**src/i2cfs_pkg.sv**
```systemverilog
// shared constants and types for the fast-mode i2c target port
package i2cfs_pkg;
  localparam int CLK_PERIOD_NS = 20;
  localparam int T_SU_DAT_NS = 100;
  localparam int SU_CYC = (T_SU_DAT_NS + CLK_PERIOD_NS - 1) / CLK_PERIOD_NS;
  localparam int SU_CNT_W = 3;
  localparam int STRETCH_MAX_MS = 20;
  localparam int STRETCH_MAX_CYC = (STRETCH_MAX_MS * 1000000) / CLK_PERIOD_NS;
  localparam int BIT_CNT_W = 3;
  // target address default, value is arbitrary
  localparam logic [6:0] OWN_ADDR_DFLT = 7'h2a;
  localparam logic [7:0] FILL_BYTE = 8'hff;
  localparam logic [7:0] BYTE_RST = 8'h00;
  localparam logic [2:0] LAST_BIT = 3'h7;

  typedef enum logic [6:0] {
    ST_IDLE     = 7'h01,
    ST_ADDR     = 7'h02,
    ST_ADDR_ACK = 7'h04,
    ST_WR_DATA  = 7'h08,
    ST_WR_ACK   = 7'h10,
    ST_RD_DATA  = 7'h20,
    ST_RD_ACK   = 7'h40
  } i2cfs_state_t;
endpackage : i2cfs_pkg

```
**src/i2cfs_stretch_wdog.sv**
```systemverilog
// watchdog that bounds one clock-stretch episode
`timescale 1ns/1ps
module i2cfs_stretch_wdog #(
  parameter int MAX_CYC = 1000000
) (
  // clock and reset
  input wire logic clk_i,
  input wire logic rstn_i,
  // control
  input wire logic run_i,
  output logic expire_o
);
  localparam int CW = $clog2(MAX_CYC + 1);
  localparam logic [CW-1:0] LAST = CW'(MAX_CYC - 1);

  logic [CW-1:0] cnt_reg;

  always_ff @(posedge clk_i or negedge rstn_i) begin
    if (!rstn_i) begin
      cnt_reg <= '0;
    end else if (!run_i) begin
      cnt_reg <= '0;
    end else if (cnt_reg != LAST) begin
      cnt_reg <= cnt_reg + 1'b1;
    end
  end

  assign expire_o = run_i && (cnt_reg == LAST);
endmodule : i2cfs_stretch_wdog

```
**src/i2cfs_port.sv**
```systemverilog
// fast-mode i2c target port with clock stretching and byte streams
`timescale 1ns/1ps
module i2cfs_port
  import i2cfs_pkg::*;
#(
  parameter logic [6:0] OWN_ADDR = OWN_ADDR_DFLT,
  parameter int STRETCH_CYC = STRETCH_MAX_CYC
) (
  // clock and reset
  input wire logic clk_i,
  input wire logic rstn_i,
  // interface-select strap, high selects i2c, low selects spi
  input wire logic iface_sel_i,
  output logic pins_spi_o,
  // i2c clock line
  input wire logic scl_i,
  output logic scl_o,
  output logic scl_oe_o,
  // i2c data line
  input wire logic sda_i,
  output logic sda_o,
  output logic sda_oe_o,
  // bytes written by the master
  output logic [7:0] rx_data_o,
  output logic rx_valid_o,
  input wire logic rx_ready_i,
  // bytes read by the master
  input wire logic [7:0] tx_data_i,
  input wire logic tx_valid_i,
  output logic tx_ready_o
);
  i2cfs_state_t state_reg;
  logic scl_q_reg, sda_q_reg;
  logic [7:0] sh_reg;
  logic [BIT_CNT_W-1:0] bit_cnt_reg;
  logic got8_reg, rw_reg, acked_reg;
  logic sda_oe_reg, scl_oe_reg;
  logic [SU_CNT_W-1:0] su_cnt_reg;
  logic [7:0] rx_data_reg;
  logic rx_valid_reg;
  logic pins_spi_reg;
  logic en, scl_rise, scl_fall, start_det, stop_det;
  logic su_busy, ready_now, act_now, wd_expire, load_evt;
  logic wr_done, stretch_start, push, take;
  logic [7:0] rd_byte;

  // edge and condition detection on the sampled lines
  assign en = iface_sel_i;
  assign scl_rise = scl_i && !scl_q_reg;
  assign scl_fall = !scl_i && scl_q_reg;
  assign start_det = scl_i && scl_q_reg && sda_q_reg && !sda_i;
  assign stop_det = scl_i && scl_q_reg && !sda_q_reg && sda_i;

  // stretch bookkeeping
  assign su_busy = (su_cnt_reg != '0);
  assign ready_now = rw_reg ? tx_valid_i : !rx_valid_reg;
  assign act_now = en && scl_oe_reg && !su_busy &&
                   (ready_now || wd_expire);
  assign rd_byte = ready_now ? tx_data_i : FILL_BYTE;
  assign load_evt = en && scl_fall && !start_det && !stop_det &&
                    (((state_reg == ST_ADDR_ACK) && rw_reg) ||
                     ((state_reg == ST_RD_ACK) && acked_reg));
  assign wr_done = en && scl_fall && !start_det && !stop_det && got8_reg &&
                   (state_reg == ST_WR_DATA);
  assign stretch_start = (wr_done && rx_valid_reg) ||
                         (load_evt && !tx_valid_i);
  assign push = (wr_done && !rx_valid_reg) ||
                (act_now && !rw_reg && ready_now);
  assign take = (load_evt && tx_valid_i) ||
                (act_now && rw_reg && ready_now);

  always_ff @(posedge clk_i or negedge rstn_i) begin
    if (!rstn_i) begin
      scl_q_reg <= 1'b1;
      sda_q_reg <= 1'b1;
    end else begin
      scl_q_reg <= scl_i;
      sda_q_reg <= sda_i;
    end
  end

  // pin routing indication
  always_ff @(posedge clk_i or negedge rstn_i) begin
    if (!rstn_i) begin
      pins_spi_reg <= 1'b0;
    end else begin
      pins_spi_reg <= !iface_sel_i;
    end
  end

  // protocol engine, target only
  always_ff @(posedge clk_i or negedge rstn_i) begin
    if (!rstn_i) begin
      state_reg <= ST_IDLE;
      sh_reg <= BYTE_RST;
      bit_cnt_reg <= '0;
      got8_reg <= 1'b0;
      rw_reg <= 1'b0;
      acked_reg <= 1'b0;
      sda_oe_reg <= 1'b0;
    end else if (!en || stop_det) begin
      state_reg <= ST_IDLE;
      got8_reg <= 1'b0;
      sda_oe_reg <= 1'b0;
    end else if (start_det) begin
      state_reg <= ST_ADDR;
      bit_cnt_reg <= '0;
      got8_reg <= 1'b0;
      sda_oe_reg <= 1'b0;
    end else if (act_now) begin
      if (rw_reg) begin
        sh_reg <= rd_byte;
        sda_oe_reg <= !rd_byte[7];
      end else begin
        sda_oe_reg <= ready_now;
      end
    end else begin
      case (state_reg)
        ST_ADDR, ST_WR_DATA: begin
          if (scl_rise) begin
            sh_reg <= {sh_reg[6:0], sda_i};
            bit_cnt_reg <= bit_cnt_reg + 1'b1;
            got8_reg <= (bit_cnt_reg == LAST_BIT);
          end else if (scl_fall && got8_reg) begin
            got8_reg <= 1'b0;
            if (state_reg == ST_WR_DATA) begin
              state_reg <= ST_WR_ACK;
              sda_oe_reg <= !rx_valid_reg;
            end else if (sh_reg[7:1] == OWN_ADDR) begin
              state_reg <= ST_ADDR_ACK;
              rw_reg <= sh_reg[0];
              sda_oe_reg <= 1'b1;
            end else begin
              state_reg <= ST_IDLE;
            end
          end
        end
        ST_ADDR_ACK: begin
          if (scl_fall) begin
            bit_cnt_reg <= '0;
            if (rw_reg) begin
              state_reg <= ST_RD_DATA;
              sh_reg <= tx_data_i;
              sda_oe_reg <= tx_valid_i && !tx_data_i[7];
            end else begin
              state_reg <= ST_WR_DATA;
              sda_oe_reg <= 1'b0;
            end
          end
        end
        ST_WR_ACK: begin
          if (scl_fall) begin
            state_reg <= ST_WR_DATA;
            bit_cnt_reg <= '0;
            sda_oe_reg <= 1'b0;
          end
        end
        ST_RD_DATA: begin
          if (scl_fall) begin
            if (bit_cnt_reg == LAST_BIT) begin
              state_reg <= ST_RD_ACK;
              sda_oe_reg <= 1'b0;
            end else begin
              sh_reg <= {sh_reg[6:0], 1'b0};
              sda_oe_reg <= !sh_reg[6];
              bit_cnt_reg <= bit_cnt_reg + 1'b1;
            end
          end
        end
        ST_RD_ACK: begin
          if (scl_rise) begin
            acked_reg <= !sda_i;
          end else if (scl_fall) begin
            bit_cnt_reg <= '0;
            if (acked_reg) begin
              state_reg <= ST_RD_DATA;
              sh_reg <= tx_data_i;
              sda_oe_reg <= tx_valid_i && !tx_data_i[7];
            end else begin
              state_reg <= ST_IDLE;
            end
          end
        end
        default: begin
          state_reg <= ST_IDLE;
        end
      endcase
    end
  end

  // clock stretch and set-up countdown before release
  always_ff @(posedge clk_i or negedge rstn_i) begin
    if (!rstn_i) begin
      scl_oe_reg <= 1'b0;
      su_cnt_reg <= '0;
    end else if (!en) begin
      scl_oe_reg <= 1'b0;
      su_cnt_reg <= '0;
    end else if (stretch_start) begin
      scl_oe_reg <= 1'b1;
    end else if (act_now) begin
      su_cnt_reg <= SU_CNT_W'(SU_CYC);
    end else if (su_busy) begin
      su_cnt_reg <= su_cnt_reg - 1'b1;
      if (su_cnt_reg == SU_CNT_W'(1)) begin
        scl_oe_reg <= 1'b0;
      end
    end
  end

  // received byte holding register
  always_ff @(posedge clk_i or negedge rstn_i) begin
    if (!rstn_i) begin
      rx_data_reg <= BYTE_RST;
      rx_valid_reg <= 1'b0;
    end else if (push) begin
      rx_data_reg <= sh_reg;
      rx_valid_reg <= 1'b1;
    end else if (rx_ready_i) begin
      rx_valid_reg <= 1'b0;
    end
  end

  i2cfs_stretch_wdog #(
    .MAX_CYC(STRETCH_CYC)
  ) u_wdog (
    .clk_i(clk_i),
    .rstn_i(rstn_i),
    .run_i(scl_oe_reg && !su_busy),
    .expire_o(wd_expire)
  );

  assign scl_o = 1'b0;
  assign sda_o = 1'b0;
  assign scl_oe_o = scl_oe_reg;
  assign sda_oe_o = sda_oe_reg;
  assign rx_data_o = rx_data_reg;
  assign rx_valid_o = rx_valid_reg;
  assign tx_ready_o = take;
  assign pins_spi_o = pins_spi_reg;

  // checks
  logic [31:0] hold_cnt_reg;
  always_ff @(posedge clk_i or negedge rstn_i) begin
    if (!rstn_i) begin
      hold_cnt_reg <= '0;
    end else if (scl_oe_reg) begin
      hold_cnt_reg <= hold_cnt_reg + 32'h1;
    end else begin
      hold_cnt_reg <= '0;
    end
  end
endmodule : i2cfs_port

```
**config.mk**
```make
export PLATFORM = sky130hd
export DESIGN_NAME = i2cfs_port
export DESIGN_NICKNAME = d
export VERILOG_FILES = /design/src/i2cfs_pkg.sv /design/src/i2cfs_stretch_wdog.sv /design/src/i2cfs_port.sv
export SDC_FILE = /design/constraint.sdc
export NUM_CORES = 1
export LEC_CHECK = 0
export ABC_AREA = 1
export BUFFER_PORTS_ARGS = -buffer_cell sky130_fd_sc_hd__buf_2
export CORE_ASPECT_RATIO = 0.7
export CORE_MARGIN = 5
export CORE_UTILIZATION = 40
export DETAILED_ROUTE_END_ITERATION = 16
export GPL_TIMING_DRIVEN = 0
export PLACE_DENSITY = 0.54
export SYNTH_ARGS = -nofsm -noshare
export SYNTH_HDL_FRONTEND = slang
export SYNTH_SLANG_ARGS = --single-unit
```
**constraint.sdc**
```tcl
create_clock -name clk_i -period 2.1 [get_ports clk_i]
set_clock_uncertainty 0.15 [all_clocks]
set_input_delay 0.42 -clock clk_i [delete_from_list [all_inputs] [get_ports clk_i]]
set_output_delay 0.42 -clock clk_i [all_outputs]
set_load 0.1 [all_outputs]
```
======== After elaboration in Yosys (flattened, before gate mapping) ========
Index checks and enable logic that the tools add are counted.
word-level totals
  register bits after elaboration ......... 58
  input bits .............................. 15
  output and inout port bits .............. 15
  word-level logic and storage cells ...... 213
cells by class
  add/sub/neg operators ................... 3
  eq/ne operators ......................... 49
  mux-type cells .......................... 73
  bitwise gates (word level) .............. 5
  reduce and logical (&&, ||, !) cells .... 68
operators by type and width
  kind                     count
  $mux W8                  11
  $mux W7                  11
  $mux W20                 2
  $mux W3                  12
  $ne A3 B3 Y1 const B     12
  $pmux W7 S5              1
  $pmux W8 S4              1
  $logic_and A1 B1 Y1      30
  $mux W1                  30
  $add A20 B1 Y20 const B  1
  $eq A20 B20 Y1 const B   1
  $ne A20 B20 Y1 const B   1
  $ne A4 B4 Y1 const B     5
  $ne A5 B4 Y1 const B     4
  $ne A5 B5 Y1 const B     4
  $eq A7 B6 Y1 const B     2
  $logic_not A1 Y1         14
  $mux W6                  2
  $ne A4 B3 Y1 const B     3
  $pmux W3 S4              1
  $reduce_and A12 Y1       1
  $reduce_and A10 Y1       1
  $reduce_bool A5 Y1       2
  $ne A3 B1 Y1 const B     3
  27 further kinds         43

======== Depth between registers and ports, before layout ========
  depth after elaboration ................. 12
  gate-level depth with buffers ........... 14
  depth with buffers taken out ............ 13

======== Hierarchy ========
A second synthesis with hierarchy kept.
unflattened totals
  cell total of the unflattened synthesis .. 568
  area total of the unflattened synthesis .. 3946.3 um^2
by module, submodules not included
  module              instances  cells an instance  area each (um^2)  seq. area each (um^2)
  i2cfs_port          1          388                2670.1            954.7
  i2cfs_stretch_wdog  1          180                1276.2            500.5

======== Least setup slack after synthesis ========
OpenSTA, ideal clock, no wires.
  kind .................................... register -> output
  start ................................... register state_reg[4]
  end ..................................... output port tx_ready_o
  arrival time ............................ 3.219 ns
  required time ........................... 1.530 ns
  setup slack ............................. -1.689 ns
  stages on the path, launching flop included .. 8
  path buffers ............................ 0
  path through ............................ dfrtp_1 > nor2_2 > nand2_1 > inv_1 > nand2_1 > o21ai_1 > nand3_1 > o21ai_0
between the ends
  longest elaborated chain between the ends .. 6
  elaborated cells on any way between the ends .. 8
  classes of those cells .................. eq/ne (2); reduce/logical (6)
ends and longest elaborated chain
  element                                              RTL line                            text
  from (decl)                                          i2cfs_port.sv:32                    i2cfs_state_t state_reg;
  from (signal assigned)                               i2cfs_port.sv:94                    state_reg <= ST_IDLE;
  from (signal assigned)                               i2cfs_port.sv:102                   state_reg <= ST_IDLE;
  from (signal assigned)                               i2cfs_port.sv:106                   state_reg <= ST_ADDR;
  $eq A7 B3 Y1 / $eq A7 B7 Y1 (equally long branches)  i2cfs_port.sv:61, i2cfs_port.sv:62
  $logic_and A1 B1 Y1, on equally long branches        i2cfs_port.sv:61, i2cfs_port.sv:62
  $logic_or A1 B1 Y1 (*)                               i2cfs_port.sv:61                    (((state_reg == ST_ADDR_ACK) && rw_reg) ||
  $logic_and A1 B1 Y1 (*)                              i2cfs_port.sv:60                    assign load_evt = en && scl_fall && !start_det && !stop_det &&
  $logic_and A1 B1 Y1 (*)                              i2cfs_port.sv:69                    assign take = (load_evt && tx_valid_i) ||
  $logic_or A1 B1 Y1 (*)                               i2cfs_port.sv:69
  to (decl)                                            i2cfs_port.sv:30                    output logic tx_ready_o
Every way passes the cells marked *; elsewhere a longest branch is shown, timed or not.

======== Final worst setup path ========
  start ................................... register state_reg[5]
  end ..................................... output port tx_ready_o
Same word-level chain as after synthesis.

==> flow_summary.yaml <==
timing:
  period_minus_slack_ns: 2.369
  worst_pin_slew_ns: 0.7469
  hold_viol: 0
  finalSetupTns_ns: -0.2689
  setup-violations-final: 1
  rsz0062_at_grt: "yes"
  fmax_ghz: 0.4221
  final_critical_path_setup_slack_ns: -0.2689
  drv_slew: 0
  finalCritPeriodShare_pct: 112.8
  relSlewSlack_pct: 50.21
logic_synthesis:
  yosys_warnings: 0
  ys_types: 41
  synth_edf_count: 0
  synth_cells: 518
  syn_area_per_cell_um2: 7.121
  syn_area_mm2: 0.003689
  synth_ff_type: "dfrtp_1"
  ys_ff_latch: 58
  ys_seq_area_share_pct: 39.45
  synthArstFlopShare_pct: 100.0
power:
  power.leakage_nw: 2.278
  ir_drop_v: 0.0003697
  power_density_mw_per_mm2: 665.8
  power_mw: 3.049
floorplan:
  fp.dieW_um: 124.8
  dieArea_mm2: 0.01127
  io_pins: 30
  core-area_mm2: 0.009035
  initial_core_util_pct: 40.83
  dieHeight_um: 90.35
  rows: 29
setup_path:
  slowest_delay_ns: 0.41
  critPathCaptureType: "output pin"
  worst_ep_required_time_ns: 1.53
  start_kind: "flip-flop"
  critPathSlowestCell: "dfrtp_1"
  critical_path.cell_chain: "nor2_2 > nand2_2 > nor2_4 > nand2_2 > o21ai_4 > nand3_2 > o21ai_4 > buf_12"
  cp_data_arrival_time_ns: 1.80
  cp_top_family: "simple AND/OR/NAND/NOR gates"
  path_class: "flip-flop to output pin"
  path_max_fanout: 3
  timing.critical_path.buf_inv: 1
global_route:
  antenna_found_initial: 0
  grt_pass1_vias: 3304
  grt_max_degree: 59
  grt_overflow_total: 0
  grt_pass1_wl_mm: 16.50
  gr-usage-all-layers_pct: 18.10
min_path:
  hp-class: "primary input to async pin"
detailed_routing:
  post-route-drc-count: 0
  vias_per_cell: 5.100
  antenna_left: 0
  drt_first_pass_iters: 5
  wl_per_cell_um: 14.22
  drt-initial-drc-count: 244
  routed_wl_mm: 10.05
  vias: 3606
clock_network:
  cts_buffer_depth: 2
  root_buffer: "clkbuf_16"
  clk_pin_slew_ns: 0.05
  tritoncts: "yes"
  postCtsHoldBufs: 0
  clock_sinks: 58
  clkLatencyLatePin_ns: 0.33
  h-tree-depth: 3
  cts_made_buffers: 9
placement:
  portBuffers: 27
  dp_hpwl_mm: 7.309
  placed_cell_area_mm2: 0.004015
  finalWeightedCongestion: 0.9329
cells_and_area:
  fin_area_mm2: 0.004579
  diodes: 0
  largest_reg_flops: 20
  nets: 599
  area_delta_synth_final_pct: 24.15
  drive_above_1_share_pct: 26.59
flow_run:
  maxCapViolations: 0
run_status:
  status: "finished with violations"
  violations: "negative setup slack"
[cell usage in the layout (no fill, tap or decap), types with 3 or more instances in the layout]
master and instances:
dfrtp_2 3, clkbuf_16 9, nor2_2 9, nand3_2 6, a31oi_1 12, buf_4 23, inv_2 19, clkbuf_1 4
nand3_1 30, inv_1 46, nor4_1 7, buf_2 26, buf_6 5, nor2_1 40, nand2_2 21, o21ai_1 11
nand2_1 157, o22ai_1 3, dfrtp_1 52, a21oi_1 15, dfstp_2 3, nand4_1 6, nor2_4 12, clkbuf_8 3
nor3_1 10, ha_1 6, o21ai_0 19
[per-stage QoR]
stage	utilization, %	setup slack, ns	hold slack [ns]	std cells
finish	50.69	-0.2689	0.005997	707
global route	50.69	-0.3392	0.04406	707
CTS	48.94	-0.2606	0.04731	697
detailed placement	44.44	-0.4492	0.3048	670
global placement	44.44	-0.4658	0.3005	670
floorplan	-	-0.1122	-0.02559	519
[cell usage after synthesis, drive strengths merged (7+ instances only)]
master / count / area [µm²]
nor4: 7 / 43.79
nand4: 7 / 58.81
o21ai: 32 / 160.2
inv: 66 / 250.3
nand3: 37 / 207.7
a31oi: 12 / 75.07
dfrtp: 55 / 1376
nor3: 12 / 65.06
nand2: 180 / 713.2
nor2: 62 / 329.1
buf: 7 / 57.54
a21oi: 15 / 75.07
[what timing repair did]
action / 4_1_cts / 5_1_grt
resized for setup: 10 / 28
setup endpoints to repair: 21 / 49
endpoints found under the hold margin: 0 / 0
pin swaps: 11 / 10
buffers inserted: 11 / 10
[cell type report]
| class | count | area (µm²) |
|---|---|---|
| inverter | 67 | 254.0 |
| buffer | 9 | 70.07 |
| clock inverter | 1 | 7.507 |
| multi-input combinational | 385 | 2038 |
| tap | 124 | 155.1 |
| sequential | 58 | 1459 |
| fill | 915 | 4456 |
| clock buffer | 15 | 277.8 |
| timing repair buffer | 48 | 317.8 |
[report_power, final]
group	internal, mW	leakage, nW	switching, mW
clock network	0.895	0.136	0.485
registers	1.18	0.770	0.0512
logic	0.162	1.37	0.275
total	2.24	2.28	0.811
[cell families after synthesis]
kind of cell / after synthesis / share of synthesized area [%]
AND/OR/NAND/NOR: 310 / 39.76
flip-flops: 58 / 39.45
adder cells (fa/ha/maj): 6 / 2.035
buffers and inverters: 76 / 8.650
other: 1 / 0.1017
AO/OA/AOI/OAI: 65 / 9.532
XOR/XNOR: 2 / 0.4750
[final timing paths]
| kind | from | to | slack, ns | cells after the start |
|---|---|---|---|---|
| setup reg to reg | state_reg[3] | sh_reg[4] | 0.01 | 12 |
| hold / removal | rstn_i | u_wdog.cnt_reg[15] | 0.006 | 1 |
| min in group clk_i | sda_i | sda_q_reg | 0.06 | 1 |
| setup / recovery | state_reg[5] | tx_ready_o | -0.27 | 8 |
| hold reg to reg | rx_data_o[5] | rx_data_o[5] | 0.31 | 2 |
| max in group asynchronous | rstn_i | scl_oe_o | 1.24 | 1 |
[metal layers]
| metal | part of all wire [%] | global-route usage, % | up-vias |
|---|---|---|---|
| met1 | 52 | 28.30 | 1679 |
| met4 | 0.80 | 4.106 | 0 |
| met3 | 8.6 | 5.437 | 9 |
| li1 | - | - | 1794 |
| met2 | 39 | 23.92 | 124 |
| met5 | 0 | 0 | - |
(Power assumes the default switching activity.)
